## config.mk

```make
export PLATFORM = sky130hd
export DESIGN_NAME = adc_conversion_sequencer
export DESIGN_NICKNAME = d
export VERILOG_FILES = /design/src/adc_seq_pkg.sv /design/src/conv_clk_if.sv /design/src/adc_prescaler.sv /design/src/adc_accumulator.sv /design/src/adc_conversion_sequencer.sv
export SDC_FILE = /design/constraint.sdc
export NUM_CORES = 1
export LEC_CHECK = 0
export BUFFER_PORTS_ARGS = -buffer_cell sky130_fd_sc_hd__buf_2
export CAP_MARGIN = 0
export CELL_PAD_IN_SITES_DETAIL_PLACEMENT = 0
export CELL_PAD_IN_SITES_GLOBAL_PLACEMENT = 2
export CORE_MARGIN = 3
export CORE_UTILIZATION = 35
export DETAILED_ROUTE_END_ITERATION = 8
export GPL_TIMING_DRIVEN = 0
export HOLD_SLACK_MARGIN = 0.02
export PLACE_DENSITY_LB_ADDON = 0.1
export SLEW_MARGIN = 20
export SYNTH_ARGS = -nofsm -noshare
export SYNTH_HDL_FRONTEND = slang
export SYNTH_SLANG_ARGS = --single-unit
```

## constraint.sdc

```tcl
create_clock -name clk -period 6 [get_ports clk]
set_clock_uncertainty 0.1 [all_clocks]
set_input_delay 0.3 -clock clk [delete_from_list [all_inputs] [get_ports clk]]
set_output_delay 0.3 -clock clk [all_outputs]
set_load 0.01 [all_outputs]
```

## src/adc_seq_pkg.sv

```systemverilog
package adc_seq_pkg;
	// Avalon word addresses
	localparam logic [3:0] OFF_CONTROL_A   = 4'h0;
	localparam logic [3:0] OFF_CONTROL_B   = 4'h1;
	localparam logic [3:0] OFF_CONTROL_C   = 4'h2;
	localparam logic [3:0] OFF_CONTROL_D   = 4'h3;
	localparam logic [3:0] OFF_SAMPLE_CTRL = 4'h4;
	localparam logic [3:0] OFF_CHANNEL     = 4'h5;
	localparam logic [3:0] OFF_COMMAND     = 4'h6;
	localparam logic [3:0] OFF_EVENT_CTRL  = 4'h7;
	localparam logic [3:0] OFF_INT_ENABLE  = 4'h8;
	localparam logic [3:0] OFF_INT_FLAG    = 4'h9;
	localparam logic [3:0] OFF_RESULT      = 4'ha;

	// Field positions
	localparam int ENABLE_BIT = 0;
	localparam int CONT_BIT   = 1;
	localparam int RESLOW_BIT = 2;
	localparam int REF_LSB    = 4;

	// Reset values
	localparam logic [2:0] CTRL_A_RST = 3'h0;
	localparam logic [2:0] ACC_RST    = 3'h0;
	localparam logic [2:0] DIV_RST    = 3'h0;
	localparam logic [1:0] REF_RST    = 2'h0;
	localparam logic [3:0] DLY_RST    = 4'h0;
	localparam logic [4:0] LEN_RST    = 5'h00;
	localparam logic [4:0] CH_RST     = 5'h00;

	// Timing in converter clock cycles, and log2 of the largest sample count
	localparam logic [5:0] CONV_CYCLES = 6'h0d;
	localparam logic [5:0] SH_CYCLES   = 6'h02;
	localparam logic [2:0] ACC_MAX_LOG = 3'h6;

	typedef enum logic [1:0] {
		ST_IDLE = 2'b00,
		ST_WAIT = 2'b01,
		ST_RUN  = 2'b10
	} state_t;
endpackage : adc_seq_pkg

```

## src/conv_clk_if.sv

```systemverilog
`timescale 1ns/1ps
interface conv_clk_if;
	logic       run;
	logic [2:0] div_sel;
	logic       tick;
	modport ctl (output run, output div_sel, input tick);
	modport clock_divider_select (input run, input div_sel, output tick);
endinterface : conv_clk_if

```

## src/adc_prescaler.sv

```systemverilog
`timescale 1ns/1ps
module adc_prescaler
	import adc_seq_pkg::*;
(
	input wire logic   clk,
	input wire logic   rst_n,
	conv_clk_if.clock_divider_select  bus
);
	logic [7:0] cnt_q;
	logic [7:0] cnt_d;
	wire  [7:0] half_w = 8'h01 << bus.div_sel;
	wire  [7:0] top_w  = (half_w << 1) - 8'h01;

	// Rising edge of the converter clock, mid period
	assign bus.tick = bus.run && (cnt_q == half_w - 8'h01); // RL10
	assign cnt_d    = !bus.run ? 8'h00 : (cnt_q == top_w) ? 8'h00 : cnt_q + 8'h01; // RL11 RL13

	always_ff @(posedge clk or negedge rst_n) begin
		if (!rst_n) begin
			cnt_q <= 8'h00;
		end else begin
			cnt_q <= cnt_d;
		end
	end
endmodule : adc_prescaler

```

## src/adc_accumulator.sv

```systemverilog
`timescale 1ns/1ps
module adc_accumulator (
	input wire logic         clk,
	input wire logic         rst_n,
	input wire logic         load,
	input wire logic         add,
	input wire logic  [9:0]  sample,
	output logic      [15:0] sum
);
	logic [15:0] sum_q;
	wire  [15:0] ext_w = {6'h00, sample};

	assign sum = sum_q;

	always_ff @(posedge clk or negedge rst_n) begin
		if (!rst_n) begin
			sum_q <= 16'h0000;
		end else if (load) begin
			sum_q <= ext_w; // RL24
		end else if (add) begin
			sum_q <= sum_q + ext_w; // RL23
		end
	end
endmodule : adc_accumulator

```

## src/adc_conversion_sequencer.sv

```systemverilog
// How it works
// RL1 - Writing one to the start bit begins a conversion of the selected input.
// RL2 - Start bit reads one while converting; single mode clears it at completion.
// RL3 - A channel change during a conversion waits until that conversion ends.
// RL4 - A finished single or accumulated operation stores the result and sets ready flag.
// RL5 - Interrupt is requested only when its enable and the global enable are one.
// RL6 - Ready flag is set on completion even with its interrupt disabled.
// RL7 - With event start enabled, an incoming event triggers a conversion.
// RL8 - Events are edge detected, set the start bit; completion clears it.
// RL9 - Free-running: first start by write, next ones follow completion while bit stays.
// RL10 - Converter clock comes from the system clock through a selectable prescaler.
// RL11 - Prescaler counts while enabled and is held at zero when disabled; here it counts only while enabled and not idle.
// RL12 - After any trigger, conversion starts at the next converter clock rising edge.
// RL13 - Prescaler is held reset when idle, giving half factor plus two delay.
// RL14 - A plain conversion lasts thirteen converter clock cycles.
// RL15 - Sample-and-hold happens two converter cycles after conversion start.
// RL16 - Ready flag clears on result read or on writing one to it.
// RL17 - Sample delay and length each extend sampling; total is two plus both.
// RL18 - Free-running period is thirteen plus sample delay plus sample length.
// RL19 - A resolution select bit chooses a result below ten bits.
// RL20 - Software sets up resolution, mode, count, reference, clock, channel, event, then enable.
// RL21 - The ten-bit result is right-adjusted in the result register.
// RL22 - Channel and reference lock at start and track again in the last cycle.
// RL23 - Up to sixty-four samples accumulate into one result, per the count field.
// RL24 - Accumulated samples are summed; ready flag rises after the last one.
`timescale 1ns/1ps
module adc_conversion_sequencer
	import adc_seq_pkg::*;
(
	input wire logic         clk,
	input wire logic         rst_n,
	input wire logic  [3:0]  address,
	input wire logic         read,
	input wire logic         write,
	input wire logic  [31:0] writedata,
	output logic      [31:0] readdata,
	output logic             waitrequest,
	input wire logic         event_in,
	input wire logic         global_int_enable,
	input wire logic  [9:0]  core_result,
	output logic             irq,
	output logic             sample_hold,
	output logic             converting,
	output logic      [4:0]  channel,
	output logic      [1:0]  reference,
	output logic             resolution_low
);
	// Software registers
	logic [2:0]  ctrl_a_q;
	logic [2:0]  acc_cnt_q;
	logic [2:0]  div_q;
	logic [1:0]  ref_sel_q;
	logic [3:0]  dly_q;
	logic [4:0]  len_q;
	logic [4:0]  mux_q;
	logic        start_conversion_bit_q;
	logic        start_conversion_bit_d;
	logic        stop_q;
	logic        stop_d;
	logic        ev_en_q;
	logic        ie_q;
	logic        flag_q;
	logic        flag_d;
	logic [15:0] res_q;
	// Sequencer state
	state_t      state_q;
	state_t      state_d;
	logic [5:0]  cyc_q;
	logic [5:0]  samp_q;
	logic        ev_q;
	logic        final_q;
	logic        sh_q;
	logic        conv_q;
	logic [4:0]  ch_q;
	logic [1:0]  refl_q;
	logic        irq_q;
	logic        wait_q;
	logic [31:0] rdata_q;
	logic [15:0] acc_sum;

	conv_clk_if clk_bus ();

	adc_prescaler u_clock_divider_select (
		.clk   (clk),
		.rst_n (rst_n),
		.bus   (clk_bus.clock_divider_select)
	);

	// Bus decode: a request is taken on the edge where waitrequest is low
	wire        enable_w = ctrl_a_q[ENABLE_BIT];
	wire        cont_w   = ctrl_a_q[CONT_BIT];
	wire        wr_ok    = write && !wait_q;
	wire        rd_ok    = read && !wait_q;
	wire        we_a     = wr_ok && (address == OFF_CONTROL_A);
	wire        we_b     = wr_ok && (address == OFF_CONTROL_B);
	wire        we_c     = wr_ok && (address == OFF_CONTROL_C);
	wire        we_d     = wr_ok && (address == OFF_CONTROL_D);
	wire        we_s     = wr_ok && (address == OFF_SAMPLE_CTRL);
	wire        we_ch    = wr_ok && (address == OFF_CHANNEL);
	wire        we_cmd   = wr_ok && (address == OFF_COMMAND);
	wire        we_ev    = wr_ok && (address == OFF_EVENT_CTRL);
	wire        we_ie    = wr_ok && (address == OFF_INT_ENABLE);
	wire        we_flag  = wr_ok && (address == OFF_INT_FLAG);
	wire        rd_res   = rd_ok && (address == OFF_RESULT);
	wire [31:0] rd_mux   =
		(address == OFF_CONTROL_A)   ? {29'h0, ctrl_a_q} :
		(address == OFF_CONTROL_B)   ? {29'h0, acc_cnt_q} :
		(address == OFF_CONTROL_C)   ? {26'h0, ref_sel_q, 1'b0, div_q} :
		(address == OFF_CONTROL_D)   ? {28'h0, dly_q} :
		(address == OFF_SAMPLE_CTRL) ? {27'h0, len_q} :
		(address == OFF_CHANNEL)     ? {27'h0, mux_q} :
		(address == OFF_COMMAND)     ? {31'h0, start_conversion_bit_q} : // RL2
		(address == OFF_EVENT_CTRL)  ? {31'h0, ev_en_q} :
		(address == OFF_INT_ENABLE)  ? {31'h0, ie_q} :
		(address == OFF_INT_FLAG)    ? {31'h0, flag_q} :
		(address == OFF_RESULT)      ? {16'h0, res_q} : 32'h0;

	// Conversion timing
	wire [2:0]  acc_eff   = (acc_cnt_q > ACC_MAX_LOG) ? ACC_MAX_LOG : acc_cnt_q;
	wire [6:0]  n_samp    = 7'h01 << acc_eff; // RL23
	wire        last_samp = {1'b0, samp_q} == n_samp - 7'h01;
	wire [5:0]  extra     = {2'h0, dly_q} + {1'h0, len_q};
	wire [5:0]  total     = CONV_CYCLES + extra; // RL14 RL18
	wire [5:0]  sh_point  = SH_CYCLES + extra; // RL15 RL17
	wire        tick      = clk_bus.tick;
	wire        running   = state_q == ST_RUN;
	wire        last_cyc  = running && (cyc_q == total - 6'h01);
	// Count moves only on a tick, so each value spans one full converter clock
	wire [5:0]  cyc_d     = !running ? 6'h00 : !tick ? cyc_q : last_cyc ? 6'h00 : cyc_q + 6'h01; // RL14
	wire        done      = tick && last_cyc;
	wire        final_w   = done && last_samp; // RL24
	wire        ev_rise   = event_in && !ev_q && ev_en_q; // RL7 RL8
	wire        sw_start  = we_cmd && writedata[0]; // RL1
	wire        sw_stop   = we_cmd && !writedata[0] && cont_w;
	// A free-run stop keeps the start bit up until the running burst completes
	wire        stop_req  = sw_stop || stop_q;
	wire        hw_clear  = final_w && (!cont_w || stop_q); // RL2 RL8 RL9
	wire        track     = !running || last_cyc; // RL3 RL22
	wire        sh_d      = running && tick && !last_cyc && (cyc_q == sh_point - 6'h01);
	wire [9:0]  sample_w  = ctrl_a_q[RESLOW_BIT] ? {2'h0, core_result[9:2]} : core_result; // RL19 RL21
	wire        flag_clr  = rd_res || (we_flag && writedata[0]); // RL16

	assign clk_bus.run     = enable_w && (state_q != ST_IDLE); // RL11 RL13
	assign clk_bus.div_sel = div_q;

	// A new trigger wins over the completion clear
	assign start_conversion_bit_d = enable_w && ((sw_start || ev_rise) || (start_conversion_bit_q && !hw_clear)); // RL2
	assign stop_d   = enable_w && stop_req && !(sw_start || ev_rise) && !hw_clear; // RL9
	assign flag_d   = final_q || (flag_q && !flag_clr); // RL4 RL6

	always_comb begin
		state_d = state_q;
		unique case (state_q)
			ST_IDLE: begin
				if (start_conversion_bit_q) begin
					state_d = ST_WAIT;
				end
			end
			ST_WAIT: begin
				if (tick) begin
					state_d = ST_RUN; // RL12
				end
			end
			ST_RUN: begin
				if (final_w && !(cont_w && start_conversion_bit_d)) begin
					state_d = ST_IDLE; // RL9
				end
			end
			default: begin
				state_d = ST_IDLE;
			end
		endcase
		if (!enable_w) begin
			state_d = ST_IDLE;
		end
	end

	adc_accumulator u_acc (
		.clk    (clk),
		.rst_n  (rst_n),
		.load   (done && samp_q == 6'h00),
		.add    (done && samp_q != 6'h00),
		.sample (sample_w),
		.sum    (acc_sum)
	);

	always_ff @(posedge clk or negedge rst_n) begin
		if (!rst_n) begin
			ctrl_a_q  <= CTRL_A_RST;
			acc_cnt_q <= ACC_RST;
			div_q     <= DIV_RST;
			ref_sel_q <= REF_RST;
			dly_q     <= DLY_RST;
			len_q     <= LEN_RST;
			mux_q     <= CH_RST;
			ev_en_q   <= 1'b0;
			ie_q      <= 1'b0;
		end else begin
			if (we_a) ctrl_a_q <= writedata[2:0];
			if (we_b) acc_cnt_q <= writedata[2:0];
			if (we_c) div_q <= writedata[2:0];
			if (we_c) ref_sel_q <= writedata[REF_LSB +: 2];
			if (we_d) dly_q <= writedata[3:0];
			if (we_s) len_q <= writedata[4:0];
			if (we_ch) mux_q <= writedata[4:0];
			if (we_ev) ev_en_q <= writedata[0];
			if (we_ie) ie_q <= writedata[0];
		end
	end

	always_ff @(posedge clk or negedge rst_n) begin
		if (!rst_n) begin
			wait_q  <= 1'b1;
			rdata_q <= 32'h0;
		end else begin
			wait_q  <= !((read || write) && wait_q);
			rdata_q <= rd_mux;
		end
	end

	always_ff @(posedge clk or negedge rst_n) begin
		if (!rst_n) begin
			state_q  <= ST_IDLE;
			start_conversion_bit_q <= 1'b0;
			stop_q   <= 1'b0;
			cyc_q    <= 6'h00;
			samp_q   <= 6'h00;
			ev_q     <= 1'b0;
			final_q  <= 1'b0;
			sh_q     <= 1'b0;
			conv_q   <= 1'b0;
		end else begin
			state_q  <= state_d;
			start_conversion_bit_q <= start_conversion_bit_d;
			stop_q   <= stop_d;
			cyc_q    <= cyc_d;
			samp_q   <= (state_d != ST_RUN) ? 6'h00 : done ? (last_samp ? 6'h00 : samp_q + 6'h01) : samp_q;
			ev_q     <= event_in;
			final_q  <= final_w;
			sh_q     <= sh_d; // RL15
			conv_q   <= state_d == ST_RUN;
		end
	end

	always_ff @(posedge clk or negedge rst_n) begin
		if (!rst_n) begin
			flag_q <= 1'b0;
			res_q  <= 16'h0000;
			irq_q  <= 1'b0;
			ch_q   <= CH_RST;
			refl_q <= REF_RST;
		end else begin
			flag_q <= flag_d;
			if (final_q) res_q <= acc_sum; // RL4
			irq_q  <= flag_d && ie_q && global_int_enable; // RL5
			if (track) ch_q <= mux_q;
			if (track) refl_q <= ref_sel_q;
		end
	end

	assign readdata       = rdata_q;
	assign waitrequest    = wait_q;
	assign irq            = irq_q;
	assign sample_hold    = sh_q;
	assign converting     = conv_q;
	assign channel        = ch_q;
	assign reference      = refl_q;
	assign resolution_low = ctrl_a_q[RESLOW_BIT];
endmodule : adc_conversion_sequencer

```

==> out/metrics.yaml <==
run_status:
  status: "finished clean"
detailed_routing:
  drtAntennaViolNets: 0
  drt_iter0_markers: 226
  remaining_drc_errors: 0
  dr.pass1.iters: 4
  via_count: 4997
  wl_um: 16100
  vias_per_cell: 5.07
  wl_per_cell_um: 16.4
yosys:
  ys_ff_latch: 113
  synth_cell_types: 70
  synth_area_leaders: "dfrtp_1 (43%), mux2_2 (10%), ha_1 (4.0%)"
  synth-main-ff-cell: "dfrtp_1"
  syn_inst: 652
  yosysSeqAreaShare_pct: 43.6
  yosys_warnings: 0
  synth_edf_count: 0
  synth_commonest_cells: "dfrtp_1 (112), mux2_2 (60), nand2_1 (53)"
  yosysTopAreaCell: "dfrtp_1"
  avgSynthCellArea_um2: 9.96
  synthMostInstantiatedCell: "dfrtp_1"
  async_flop_share_pct: 100
  syn_area_um2: 6490
  netlist.area_leader.share_pct: 43.2
global_routing:
  grt_pass1_wl_um: 26900
  grt_pass1_vias: 4968
  antenna_found_initial: 1
  track_usage_pct: 17.0
  grt_overflow: 0
  grt_max_degree: 60
placement:
  io_buffers: 50
  gp_congestion: 0.831
  post-dp-hpwl_um: 12300
  dp_cells: 947
cts:
  path_clk_slew_ns: 0.06
  tritoncts: "yes"
  cts_setup_buffers: 0
  clk_latency_ns: 0.42
  cts_resized: 0
  cts_inserted_buffers: 17
  clock_sink_count: 113
  root_buffer: "clkbuf_16"
  htree_num_levels: 4
  clock_path_buffers: 2
floorplan:
  placementRows: 49
  core_area_um2: 18100
  dieHeight_um: 142
  initial_core_util_pct: 35.9
  num_io_pins: 96
  die-area_um2: 20200
  die_w_um: 142
timing:
  rsz0062_at_grt: "no"
  worst_pin_slew_ns: 0.698
  max_freq_mhz: 250
  finalHoldViolCount: 0
  period_needed_ns: 4.00
  maxSlewHeadroom_pct: 53.4
  setup_viol: 0
  maxSlewViolCount: 0
  fin_tns_setup_ns: 0
  fin_crit_sh_pct: 66.7
worst_setup_path:
  path_class: "reg -> reg"
  slowest_stage: "dfrtp_1"
  worst_setup_path_end_kind: "flip-flop"
  worstPathRequired_ns: 6.24
  critPathMaxStageDelay_ns: 0.44
  cp.arrival_ns: 4.24
  worstPathMaxFanout: 10
  worstPathCellList: "ha_1 > a21o_1 > a21oi_1 > xnor2_1 > inv_1 > ha_1 > xnor2_1 > nor4b_2 > nand2_1 > mux2i_4 > nand4_2 > clkbuf_1 > nand3b_1 > a21oi_1"
  worstSetupStartpointType: "flip-flop"
final_layout:
  utilization_pct: 42.9
  nets: 818
  drive_gt1_share_pct: 23.5
  area_growth_pct: 19.6
  regArea_um2: 2830
  multi_input_area_um2: 3390
  fillers: 1743
  fin_cells: 986
job:
  cap_violations: 0
power:
  ir_drop_uv: 142
  p_per_area_nw_per_um2: 314
  leakage_nw: 3.63
hold_path:
  min_path_type: "in -> reg"
-- repair_timing --
item                                   4_1_cts  5_1_grt
endpoints found under the hold margin       58        0
setup endpoints to repair                    0        0
hold buffers                                 6        0
-- through the flow --
| stage | worst slack (ns) | power [mW] | hold WS (ns) | cell area [µm²] |
|---|---|---|---|---|
| floorplan | 2.58 | 1.30 | -0.0956 | 6550 |
| global placement | 2.03 | 1.44 | 0.355 | 7090 |
| detailed placement | 2.00 | 1.45 | 0.205 | 7120 |
| CTS | 1.96 | 2.47 | 0.0279 | 7760 |
| global route | 1.70 | 2.58 | 0.0380 | 7770 |
| finish | 2.00 | 2.44 | 0.0505 | 7770 |
-- path summary, 6_finish.rpt --
check	start	cells past startpoint	end	slack, ns
max	dly_q[1]	14	samp_q[0]	2.00
min in group asynchronous	rst_n	2	u_clock_divider_select.cnt_q[6]	0.32
max reg2reg	dly_q[1]	14	samp_q[0]	2.00
max in group asynchronous	rst_n	3	waitrequest	4.78
min	writedata[3]	2	mux_q[3]	0.05
min reg2reg	res_q[7]	1	readdata[7]	0.38
-- power breakdown --
group          switching (mW)  internal [mW]  total, mW
Clock                   0.411          0.588       1.00
Combinational           0.309          0.268      0.577
Sequential             0.0478          0.817      0.864
Total                   0.768           1.67       2.44
-- routing by layer --
layer,wire length [µm],global-route usage [%],share of wire (%),vias up
li1,-,-,-,2486
met1,7740,23.7,48,2383
met2,7410,26.2,46,105
met3,651,3.66,4.0,23
met4,345,5.96,2.1,0
met5,0,0,0,-
-- registers in the layout, summed over array words and instances (netlist names), 2 cells and up --
name,cells
ctrl_a_q,3
samp_q,6
acc_cnt_q,3
cyc_q,6
state_q,2
u_acc.sum,16
channel,5
dly_q,4
len_q,5
res_q,16
clk_bus.div_sel,3
ref_sel_q,2
u_clock_divider_select.cnt_q,8
reference,2
readdata,16
mux_q,5
-- layout by cell type, fill, tap and decap left out, types with 12 or more instances in the layout --
cell type and count:
a21oi_1 34, and2_1 14, buf_2 52, buf_4 16
clkbuf_1 24, clkbuf_16 17, conb_1 16, dfrtp_1 112
ha_1 21, inv_1 24, mux2_2 60, nand2_1 53
nand3_1 21, nor2_1 46, nor2b_1 12, nor3_1 19
o21ai_0 33, o31ai_1 12, xnor2_1 15, xor2_1 12
-- cell type report --
type / count / area share [%]
multi-input cells: 484 / 43.6
clock inverters: 15 / 2.05
inverters: 24 / 1.16
clock buffers: 17 / 5.48
well taps: 229 / 3.69
flip-flops and latches: 113 / 36.4
plain buffers: 46 / 3.14
diodes: 1 / 0.0322
repair buffers: 57 / 4.43
-- cells by family (layout without fill, tap and decap cells) --
logic type               Yosys count  after routing  synth area share (%)
multiplexers                      70             70                  12.3
buffers and inverters             70            159                  5.14
AO/OA/AOI/OAI                    133            133                  13.0
flip-flops                       113            113                  43.6
AND/OR/NAND/NOR                  212            212                  16.6
adder cells (fa/ha/maj)           23             23                  4.66
other                              1             17                0.0577
XOR/XNOR                          30             30                  4.61
-- worst max-delay path: cells and delay by family (launching register included) --
family / cells / cell delay [ns]
multiplexers: 1 / 0.29
adder cells (fa/ha/maj): 2 / 0.65
XOR/XNOR: 2 / 0.40
buffers and inverters: 2 / 0.50
AND/OR/NAND/NOR: 4 / 1.01
flip-flops: 1 / 0.44
AO/OA/AOI/OAI: 3 / 0.54
Power figures use the tool's default switching activity.
